==> src/design/pll_pkg.sv <==
// Shared constants and types for the synthesizer lock-status link
//------------------------------------------------------------
//------------------------------------------------------------
package pll_pkg;
	// Serial frame: one direction bit then one data byte, MSB first
	localparam int DATA_BITS = 8;
	localparam int FRAME_BITS = 9;
	// Control byte fields
	localparam int CW_DZ_LO = 0;
	localparam int CW_DZ_HI = 1;
	localparam int CW_DOSEL_LO = 2;
	localparam int CW_DOSEL_HI = 3;
	localparam int CW_CTE = 4;
	// Status byte fields
	localparam int SW_UNLOCK = 7;
	localparam int SW_LOCKED_NOW = 6;
	localparam int SW_IF_DONE = 5;
	// Controller register map
	localparam logic [7:0] REG_CTRL = 8'h00;
	localparam logic [7:0] REG_CMD = 8'h04;
	localparam logic [7:0] REG_STATUS = 8'h08;
	localparam logic [7:0] REG_RDATA = 8'h0c;
	localparam logic [7:0] REG_IRQ_STAT = 8'h10;
	localparam logic [7:0] REG_IRQ_EN = 8'h14;
	localparam logic [7:0] REG_IRQ_CLR = 8'h18;
	localparam logic [7:0] CTRL_RST = 8'h02;
	localparam int CMD_WRITE = 0;
	localparam int CMD_READ = 1;
	localparam int CMD_NEWDIV = 2;
	localparam int ST_BUSY = 0;
	localparam int ST_SETTLING = 1;
	localparam int ST_UNLOCK_VALID = 2;
	localparam int ST_UNLOCK_SEEN = 3;
	localparam int ST_STATION = 4;
	localparam int IRQ_W = 2;
	localparam int IRQ_DONE = 0;
	localparam int IRQ_UNLOCK = 1;
	// Link timing
	localparam int CLK_NS = 20;
	localparam int T_CL_NS = 750;
	localparam int CL_HALF_CYC = (T_CL_NS + CLK_NS - 1) / CLK_NS;
	typedef enum logic [1:0] {
		no_dead_zone_mode_a,
		no_dead_zone_mode_b,
		dead_zone_mode_c,
		dead_zone_mode_d
	} dead_zone_e;
	typedef enum logic [1:0] {do_serial, do_lock, do_if_done, do_pass} do_sel_e;
endpackage

==> src/design/serial_if.sv <==
// Three-wire serial link with open-drain data-out line
interface serial_if;
	logic ce;
	logic cl;
	logic di;
	logic do_o;
	logic do_oe;
	wire logic do_line;
	// External pull-up holds the line high when released
	assign do_line = do_oe ? do_o : 1'b1;
	modport dev (input ce, input cl, input di, output do_o, output do_oe);
	modport ctl (output ce, output cl, output di, input do_line);
endinterface

==> src/design/pll_device.sv <==
// Synthesizer lock detection, dead-zone pump control and data-out mux
module pll_device import pll_pkg::*; #(
	parameter int LOCK_WIN = 2,
	parameter int ONON_MIN = 2,
	parameter int DZ_C_CYC = 2,
	parameter int DZ_D_CYC = 4
) (
	// Clock and reset
	input wire logic core_clk,
	input wire logic rst_b,
	// Serial link
	serial_if.dev link,
	// Loop and counter side
	input wire logic ref_tick,
	input wire logic div_tick,
	input wire logic if_done,
	input wire logic aux_pin,
	// Pump and counter control
	output logic cp_up,
	output logic cp_dn,
	output logic unlock_now,
	output logic [1:0] dead_zone_mode,
	output logic count_enable,
	output logic if_start,
	output logic if_reset
);
	logic [1:0] ce_s;
	logic [1:0] cl_s;
	logic [1:0] di_s;
	logic [1:0] aux_s;
	logic ce_d;
	logic cl_d;
	logic ce_fall;
	logic cl_rise;
	logic cl_fall;
	logic [3:0] bit_cnt;
	logic rd_frame;
	logic [DATA_BITS-1:0] rx_sh;
	logic [DATA_BITS-1:0] tx_sh;
	logic [DATA_BITS-1:0] ctrl;
	logic unlock_flag;
	logic [1:0] div_cnt;
	logic [1:0] next_div_cnt;
	logic [7:0] phase_cnt;
	logic [7:0] since_div;
	logic near_early;
	logic near_hit;
	logic up_raw;
	logic dn_raw;
	logic [7:0] wcnt;
	logic [7:0] pulse_cnt;
	logic [7:0] dz_cyc;
	logic tx_active;
	logic tx_loaded;
	logic do_bit;

	//------------------------------------------------------------
	// Pin synchronisers and edge finding
	//------------------------------------------------------------
	always_ff @(posedge core_clk or negedge rst_b) begin
		if (!rst_b) begin
			ce_s <= 2'h0;
			cl_s <= 2'h0;
			di_s <= 2'h0;
			aux_s <= 2'h0;
			ce_d <= 1'b0;
			cl_d <= 1'b0;
		end else begin
			ce_s <= {ce_s[0], link.ce};
			cl_s <= {cl_s[0], link.cl};
			di_s <= {di_s[0], link.di};
			aux_s <= {aux_s[0], aux_pin};
			ce_d <= ce_s[1];
			cl_d <= cl_s[1];
		end
	end

	assign ce_fall = ce_d & ~ce_s[1];
	assign cl_rise = ~cl_d & cl_s[1];
	assign cl_fall = cl_d & ~cl_s[1];

	//------------------------------------------------------------
	// Serial receive and control latch
	//------------------------------------------------------------
	always_ff @(posedge core_clk or negedge rst_b) begin
		if (!rst_b) begin
			bit_cnt <= 4'h0;
			rd_frame <= 1'b0;
			rx_sh <= '0;
		end else if (!ce_s[1]) begin
			bit_cnt <= 4'h0;
		end else if (cl_rise) begin
			if (bit_cnt != 4'(FRAME_BITS))
				bit_cnt <= bit_cnt + 4'h1;
			if (bit_cnt == 4'h0)
				rd_frame <= di_s[1];
			else
				rx_sh <= {rx_sh[DATA_BITS-2:0], di_s[1]};
		end
	end

	always_ff @(posedge core_clk or negedge rst_b) begin
		if (!rst_b)
			ctrl <= '0;
		else if (ce_fall && !rd_frame && bit_cnt == 4'(FRAME_BITS))
			ctrl <= rx_sh;
	end

	//------------------------------------------------------------
	// Status readout shifter
	//------------------------------------------------------------
	// Readout owns the pin only once the status byte is loaded, so the
	// line never moves while the serial clock is high in do_serial mode
	always_ff @(posedge core_clk or negedge rst_b) begin
		if (!rst_b) begin
			tx_sh <= '0;
			tx_loaded <= 1'b0;
		end else if (!ce_s[1]) begin
			tx_loaded <= 1'b0;
		end else if (rd_frame && cl_fall) begin
			if (bit_cnt == 4'h1) begin
				tx_loaded <= 1'b1;
				tx_sh <= '0;
				tx_sh[SW_UNLOCK] <= unlock_flag;
				tx_sh[SW_LOCKED_NOW] <= ~unlock_now;
				tx_sh[SW_IF_DONE] <= if_done;
			end else begin
				tx_sh <= {tx_sh[DATA_BITS-2:0], 1'b0};
			end
		end
	end

	assign tx_active = ce_s[1] & tx_loaded;

	//------------------------------------------------------------
	// Lock judgement per reference period
	//------------------------------------------------------------
	assign next_div_cnt = (div_tick && div_cnt != 2'h3) ? div_cnt + 2'h1 : div_cnt;
	assign near_hit = near_early | (since_div <= 8'(LOCK_WIN)) | div_tick;

	always_ff @(posedge core_clk or negedge rst_b) begin
		if (!rst_b) begin
			div_cnt <= 2'h0;
			phase_cnt <= 8'h0;
			since_div <= 8'hff;
			near_early <= 1'b0;
			unlock_now <= 1'b1;
		end else if (ref_tick) begin
			unlock_now <= !(next_div_cnt == 2'h1 && near_hit);
			div_cnt <= 2'h0;
			phase_cnt <= 8'h0;
			near_early <= 1'b0;
			since_div <= 8'hff;
		end else begin
			div_cnt <= next_div_cnt;
			if (phase_cnt != 8'hff)
				phase_cnt <= phase_cnt + 8'h1;
			if (div_tick) begin
				since_div <= 8'h0;
				near_early <= near_early | (phase_cnt <= 8'(LOCK_WIN));
			end else if (since_div != 8'hff) begin
				since_div <= since_div + 8'h1;
			end
		end
	end

	// Sticky flag, a new detection wins over the clear
	always_ff @(posedge core_clk or negedge rst_b) begin
		if (!rst_b)
			unlock_flag <= 1'b0;
		else if (ref_tick && !(next_div_cnt == 2'h1 && near_hit))
			unlock_flag <= 1'b1;
		else if (ce_fall)
			unlock_flag <= 1'b0;
	end

	//------------------------------------------------------------
	// Phase comparator and charge pump
	//------------------------------------------------------------
	always_ff @(posedge core_clk or negedge rst_b) begin
		if (!rst_b) begin
			up_raw <= 1'b0;
			dn_raw <= 1'b0;
			wcnt <= 8'h0;
			pulse_cnt <= 8'hff;
		end else begin
			if (ref_tick && !div_tick) begin
				up_raw <= ~dn_raw;
				dn_raw <= 1'b0;
			end else if (div_tick && !ref_tick) begin
				dn_raw <= ~up_raw;
				up_raw <= 1'b0;
			end
			if (ref_tick || div_tick)
				wcnt <= 8'h0;
			else if (wcnt != 8'hff)
				wcnt <= wcnt + 8'h1;
			if (ref_tick)
				pulse_cnt <= 8'h0;
			else if (pulse_cnt != 8'hff)
				pulse_cnt <= pulse_cnt + 8'h1;
		end
	end

	always_comb begin
		dz_cyc = 8'(DZ_C_CYC);
		if (dead_zone_e'(dead_zone_mode) == dead_zone_mode_d)
			dz_cyc = 8'(DZ_D_CYC);
	end

	always_ff @(posedge core_clk or negedge rst_b) begin
		if (!rst_b) begin
			cp_up <= 1'b0;
			cp_dn <= 1'b0;
			dead_zone_mode <= 2'h0;
		end else begin
			dead_zone_mode <= {ctrl[CW_DZ_HI], ctrl[CW_DZ_LO]};
			unique case (dead_zone_e'(dead_zone_mode))
				no_dead_zone_mode_a, no_dead_zone_mode_b: begin
					cp_up <= up_raw | (pulse_cnt < 8'(ONON_MIN));
					cp_dn <= dn_raw | (pulse_cnt < 8'(ONON_MIN));
				end
				dead_zone_mode_c, dead_zone_mode_d: begin
					cp_up <= up_raw & (wcnt >= dz_cyc);
					cp_dn <= dn_raw & (wcnt >= dz_cyc);
				end
			endcase
		end
	end

	//------------------------------------------------------------
	// IF counter control
	//------------------------------------------------------------
	always_ff @(posedge core_clk or negedge rst_b) begin
		if (!rst_b) begin
			count_enable <= 1'b0;
			if_start <= 1'b0;
			if_reset <= 1'b1;
		end else begin
			count_enable <= ctrl[CW_CTE];
			if_start <= ctrl[CW_CTE] & ~count_enable;
			if_reset <= ~ctrl[CW_CTE];
		end
	end

	//------------------------------------------------------------
	// Data-out pin select, open drain
	//------------------------------------------------------------
	always_comb begin
		unique case (do_sel_e'({ctrl[CW_DOSEL_HI], ctrl[CW_DOSEL_LO]}))
			do_serial: do_bit = tx_active ? tx_sh[DATA_BITS-1] : 1'b1;
			do_lock: do_bit = ~unlock_now;
			do_if_done: do_bit = if_done;
			do_pass: do_bit = aux_s[1];
		endcase
		if (tx_active)
			do_bit = tx_sh[DATA_BITS-1];
	end

	always_ff @(posedge core_clk or negedge rst_b) begin
		if (!rst_b) begin
			link.do_o <= 1'b0;
			link.do_oe <= 1'b0;
		end else begin
			link.do_o <= 1'b0;
			link.do_oe <= ~do_bit;
		end
	end
endmodule

==> src/flat_wrapper.sv <==
// flat-port wrapper written by rule: the top's interface ports become plain ports
module pll_device_flat import pll_pkg::*;
#(
	parameter int LOCK_WIN = 2,
	parameter int ONON_MIN = 2,
	parameter int DZ_C_CYC = 2,
	parameter int DZ_D_CYC = 4
)
  (core_clk, rst_b, ref_tick, div_tick, if_done, aux_pin, cp_up, cp_dn, unlock_now, dead_zone_mode, count_enable, if_start, if_reset, link_ce, link_cl, link_di, link_do_o, link_do_oe);
  serial_if link_i ();
  input wire logic core_clk;
  input wire logic rst_b;
  input wire logic ref_tick;
  input wire logic div_tick;
  input wire logic if_done;
  input wire logic aux_pin;
  output logic cp_up;
  output logic cp_dn;
  output logic unlock_now;
  output logic [1:0] dead_zone_mode;
  output logic count_enable;
  output logic if_start;
  output logic if_reset;
  input wire logic [$bits(link_i.ce)-1:0] link_ce;
  input wire logic [$bits(link_i.cl)-1:0] link_cl;
  input wire logic [$bits(link_i.di)-1:0] link_di;
  output wire logic [$bits(link_i.do_o)-1:0] link_do_o;
  output wire logic [$bits(link_i.do_oe)-1:0] link_do_oe;
  assign link_i.ce = link_ce;
  assign link_i.cl = link_cl;
  assign link_i.di = link_di;
  assign link_do_o = link_i.do_o;
  assign link_do_oe = link_i.do_oe;
  pll_device #(.LOCK_WIN(LOCK_WIN), .ONON_MIN(ONON_MIN), .DZ_C_CYC(DZ_C_CYC), .DZ_D_CYC(DZ_D_CYC)) u_core (.core_clk(core_clk), .rst_b(rst_b), .link(link_i), .ref_tick(ref_tick), .div_tick(div_tick), .if_done(if_done), .aux_pin(aux_pin), .cp_up(cp_up), .cp_dn(cp_dn), .unlock_now(unlock_now), .dead_zone_mode(dead_zone_mode), .count_enable(count_enable), .if_start(if_start), .if_reset(if_reset));
endmodule
==> config.mk <==
export PLATFORM = sky130hd
export DESIGN_NAME = pll_device_flat
export DESIGN_NICKNAME = d
export VERILOG_FILES = /design/src/design/pll_pkg.sv /design/src/design/serial_if.sv /design/src/design/pll_device.sv /design/src/flat_wrapper.sv
export SDC_FILE = /design/constraint.sdc
export NUM_CORES = 1
export LEC_CHECK = 0
export BUFFER_PORTS_ARGS = -buffer_cell sky130_fd_sc_hd__buf_4
export CORE_MARGIN = 3
export CORE_UTILIZATION = 27
export CTS_BUF_LIST = sky130_fd_sc_hd__clkbuf_4 sky130_fd_sc_hd__clkbuf_8
export DETAILED_ROUTE_END_ITERATION = 8
export HOLD_SLACK_MARGIN = 0.03
export PLACE_DENSITY = 0.5
export SYNTH_ARGS = -nofsm -noshare
export SYNTH_HDL_FRONTEND = slang
export SYNTH_SLANG_ARGS = --single-unit
==> constraint.sdc <==
create_clock -name core_clk -period 3.4 [get_ports core_clk]
set_clock_uncertainty 0.1 [all_clocks]
set_input_delay 0.68 -clock core_clk [delete_from_list [all_inputs] [get_ports core_clk]]
set_output_delay 0.68 -clock core_clk [all_outputs]
set_load 0.05 [all_outputs]
* Yosys cells after proc, flatten, opt, wreduce, memory -nomap -nowiden
Cells that the tools add are included.
** Operators by class
- Add/sub/neg operators :: 6
- Bitwise operators :: 22
- Order comparisons :: 4
- Reductions and logical operators :: 30
- Mux-type cells :: 31
- Equal/unequal tests :: 19
** Operators by type and width (number)
- 8-bit 2-to-1 mux :: 10
- 8-bit by 1-bit adder with 8-bit output, second input constant :: 4
- 8-bit != test, second input constant :: 4
- 8-bit by 2-bit less-or-equal comparator with 1-bit output, second input constant :: 2
- 1-bit 2-to-1 mux :: 12
- 4-bit 2-to-1 mux :: 3
- 2-bit nonzero test :: 6
- 2-bit != test, second input constant :: 5
- 1-bit NOT :: 10
- 2-bit equality test, second input constant :: 4
- 8-bit by 3-bit >= comparator with 1-bit output :: 1
- 1-bit logical AND :: 8
- 8-bit by 2-bit < comparator with 1-bit output, second input constant :: 1
- 1-bit bitwise AND :: 7
- 2-bit by 1-bit equality test with 1-bit output, second input constant :: 3
- 2-bit AND reduction :: 3
- 3-bit AND reduction :: 2
- 1-bit bitwise OR :: 5
- 4-bit by 1-bit adder with 4-bit output, second input constant :: 1
- 4-bit by 1-bit equality test with 1-bit output, second input constant :: 1
- 4-bit equality test, second input constant :: 1
- 1-bit zero test :: 4
- 2-bit zero test :: 2
- 4-bit zero test :: 1
- other kinds (9) :: 12
** Word-level totals
- Word-level logic and storage cells :: 141
- Register bits :: 81
- Output and inout bits :: 10

* Logic depth before layout (Yosys ltp)
- Word-level depth :: 8
- Depth in mapped cells :: 6
- Depth with buffers taken out :: 5

* Worst setup path before layout
No wires, ideal clock.
- Kind :: input port to flip-flop
- From :: input port div_tick
- To :: register u_core.since_div[0]
- Arrival :: 1844 ps
- Buffers on the path :: 1
- Required time :: 3218 ps
- Stages :: 6
- Setup time :: 82 ps
- Slack :: 1374 ps
- Path through :: clkbuf_1 inv_1 ha_1 nand2_1 nor3_1 mux2_2
** On the way
- Word-level cells in the longest chain between the ends :: 2
** RTL lines
- start, declared :: RTL line flat_wrapper.sv:14 : input wire logic div_tick;
- 8-bit 2-to-1 mux :: RTL line pll_device.sv:158 : if (div_tick) begin
- 8-bit 2-to-1 mux :: RTL line pll_device.sv:148 : end else if (ref_tick) begin
- end signal, assigned :: RTL line pll_device.sv:162 : since_div <= since_div + 8'h1;
- end, declared :: RTL line pll_device.sv:45 : logic [7:0] since_div;
Several ways; a longest one is shown, not always the timed one.
A chain may end at the register's enable or synchronous reset.

* Final worst setup path
- From :: input port ref_tick
- To :: register u_core.since_div[1]
** On the way
- Word-level cells in the longest chain between the ends :: 1
** RTL lines
- start, declared :: RTL line flat_wrapper.sv:13 : input wire logic ref_tick;
- 3-bit nonzero test (no source line) / 8-bit 2-to-1 mux (equally long branches)
Several ways; a longest one is shown, not always the timed one.

==> run metrics <==
status completed; placed cell areas 3885 µm²; fin nets 369; FFs w/ async S/R, synth 100.0%; routability congestion estimate 0.7987; most instantiated cells after synthesis dfrtp_1, nand2_1, o21ai_0; Inserted Clock Buffers 9; Post-synth EDFFs 0; Synth Instances 327; H-tree depth 3; first-pass iteration count of the detailed router 4; DRC 0; fin crit period 1.955 ns; clk slew on worst S/H paths 0.07 ns; worst path arrival time 2.14 ns; Die W 121.3 µm; CTS sink cnt 76; routed vias/inst 4.851; leakage power 1.732 nW; die area 14,710 µm²; Die Span Y 121.3 µm; Final Cell Area 4061 µm²; largest cells by area after synthesis dfrtp_1, dfstp_2, ha_1; Iter 0 DRT Violations 99; final hold vios 0; DR vias 2,532; Max clock buf depth 2; placed wire-length estimate 4698 µm; FF/Latch Area 1924 µm²; CTS tree yes; pwr/cell area 458.8 nW/µm²; Peak VDD IR 0.2015 mV; fin cells 522; syn avg cell area 10.97 µm²; Max FO, Critical Path 21; RSZ-0062 raised after global routing no; hold slack 0.2490 ns; Area Overhead vs Synth 13.22%; Filler cells 1,338; Seq cells post-synth 76; post-CTS setup buffers 0; Critical Path RT 3.58 ns; fmax 511.4 MHz; # rows 41; Worst-Margin Slew 0.9641 ns; Post-Route WL 6936 µm; hold crit path type reg2reg; post_cts resized 0; wire per inst 13.29 µm; Synthesis Warnings 0; core area 12,820 µm²; Max-cap violations 0; first-pass GRT wire length 12,100 µm; pin count of the biggest net entering global routing 77; count of cell types in the netlist 52; most frequent cell after synthesis dfrtp_1; IO Pins 19; final-report max-slew violation count 0; share of layout cells above drive strength 1 19.71%; Synth Cell Area 3587 µm²; Cells after DPL 507; Worst-Skew Late Latency 0.35 ns; hold_buf cts 0; CP Capture Type flop; Synth Flop Type dfrtp_1; critical path type in2reg; Remaining Overflow, GRT 0; post-synth top area share 40.46%; DRT antenna net count 0; root buf cell clkbuf_8; vias in the first global route 2,458; Yosys top cell by area dfrtp_1; endpoints failing setup 0; Starting Density 27.97%; Multi-input gate area 1565 µm²; ANT cells 0; Slew headroom 35.73%; gr usage total 10.48%; Post-Syn Nets 350; Worst setup SP type input pin; Seq/Total Area, Yosys 53.64%; Total Power 1.863 mW; initial antenna violation count 0; IO buf count 17; Setup TNS Final 0 ns; fin crit share 57.51%
final timing paths:
check | slack [ns] | startpoint | end | depth (start not counted)
worst max-delay path | 1.44 | ref_tick | u_core.since_div[1]$_DFFE_PN1P_ | 6
worst min-delay path | 0.25 | u_core.di_s[0]$_DFF_PN0_ | u_core.di_s[1]$_DFF_PN0_ | 0
worst max register to register | 1.48 | u_core.bit_cnt[1]$_DFFE_PN0P_ | u_core.ctrl[4]$_DFFE_PN0P_ | 5
worst min register to register | 0.25 | u_core.di_s[0]$_DFF_PN0_ | u_core.di_s[1]$_DFF_PN0_ | 0
max in group asynchronous | 2.20 | rst_b | u_core.count_enable$_DFF_PN0_ | 1
min in group asynchronous | 0.38 | rst_b | u_core.link.do_oe$_DFF_PN0_ | 1
sequential cells by signal, summed over array words and instances (netlist names), 3 cells and up:
| register | cells |
|---|---|
| u_core.bit_cnt | 4 |
| u_core.ctrl | 5 |
| u_core.tx_sh | 3 |
| u_core.rx_sh | 5 |
| u_core.wcnt | 8 |
| u_core.pulse_cnt | 8 |
| u_core.since_div | 8 |
| u_core.phase_cnt | 8 |
power breakdown:
| group | internal [mW] | switching [mW] | leakage (nW) |
|---|---|---|---|
| sequential | 0.979 | 0.0567 | 0.944 |
| combinational | 0.0795 | 0.114 | 0.691 |
| clock | 0.315 | 0.318 | 0.0961 |
placed cells by master (no fill, tap or decap), types with 9 or more instances in the layout:
master	synthesis	routed
nor3_1	13	13
nand2_1	25	25
mux2_2	9	9
inv_1	13	13
a31oi_1	12	12
clkbuf_8	0	11
a21oi_1	16	16
nor2_1	11	11
o21ai_0	22	22
ha_1	14	14
nand3_1	16	16
dfrtp_1	58	58
dfstp_2	18	18
buf_4	1	17
logic make-up (layout without fill, tap and decap cells):
group,count (synthesis),after routing,share of synthesized area (%)
other cells,1,1,0.1045
fa+ha+maj,14,14,4.883
buf+inv,23,46,2.721
simple gates,115,115,18.07
mux,20,20,6.592
compound gates,74,74,13.01
flops,76,76,53.64
xor+xnor,4,4,0.9768
final cells by class:
cell class | instances | area share [%]
Tap cell | 172 | 5.299
Multi-Input combinational cell | 228 | 38.54
Clock buffer | 13 | 4.097
Inverter | 14 | 1.294
Clock inverter | 2 | 0.2465
Sequential cell | 76 | 47.38
Timing Repair Buffer | 17 | 3.142
per-layer routing:
metal | up-vias | routed length (µm) | global-route usage, %
met3 | 9 | 293 | 4.056
met4 | 0 | 80 | 3.081
met5 | - | 0 | 0
met2 | 35 | 3241 | 15.73
met1 | 1239 | 3320 | 14.04
li1 | 1249 | - | -
per-stage QoR:
step / setup slack, ns / utilization [%]
finish: 1.445 / 31.67
CTS: 1.442 / 31.67
floorplan: 1.374 / -
global route: 1.275 / 31.67
global placement: 1.109 / 30.29
detailed placement: 1.052 / 30.29
critical path, cell delays in order:
cell      delay [ns]
buf_4           0.19
clkinv_1        0.19
ha_1            0.33
nand2_1         0.11
nor3_1          0.26
mux2_2          0.37
Note: power is estimated with default switching activity, not from simulation.
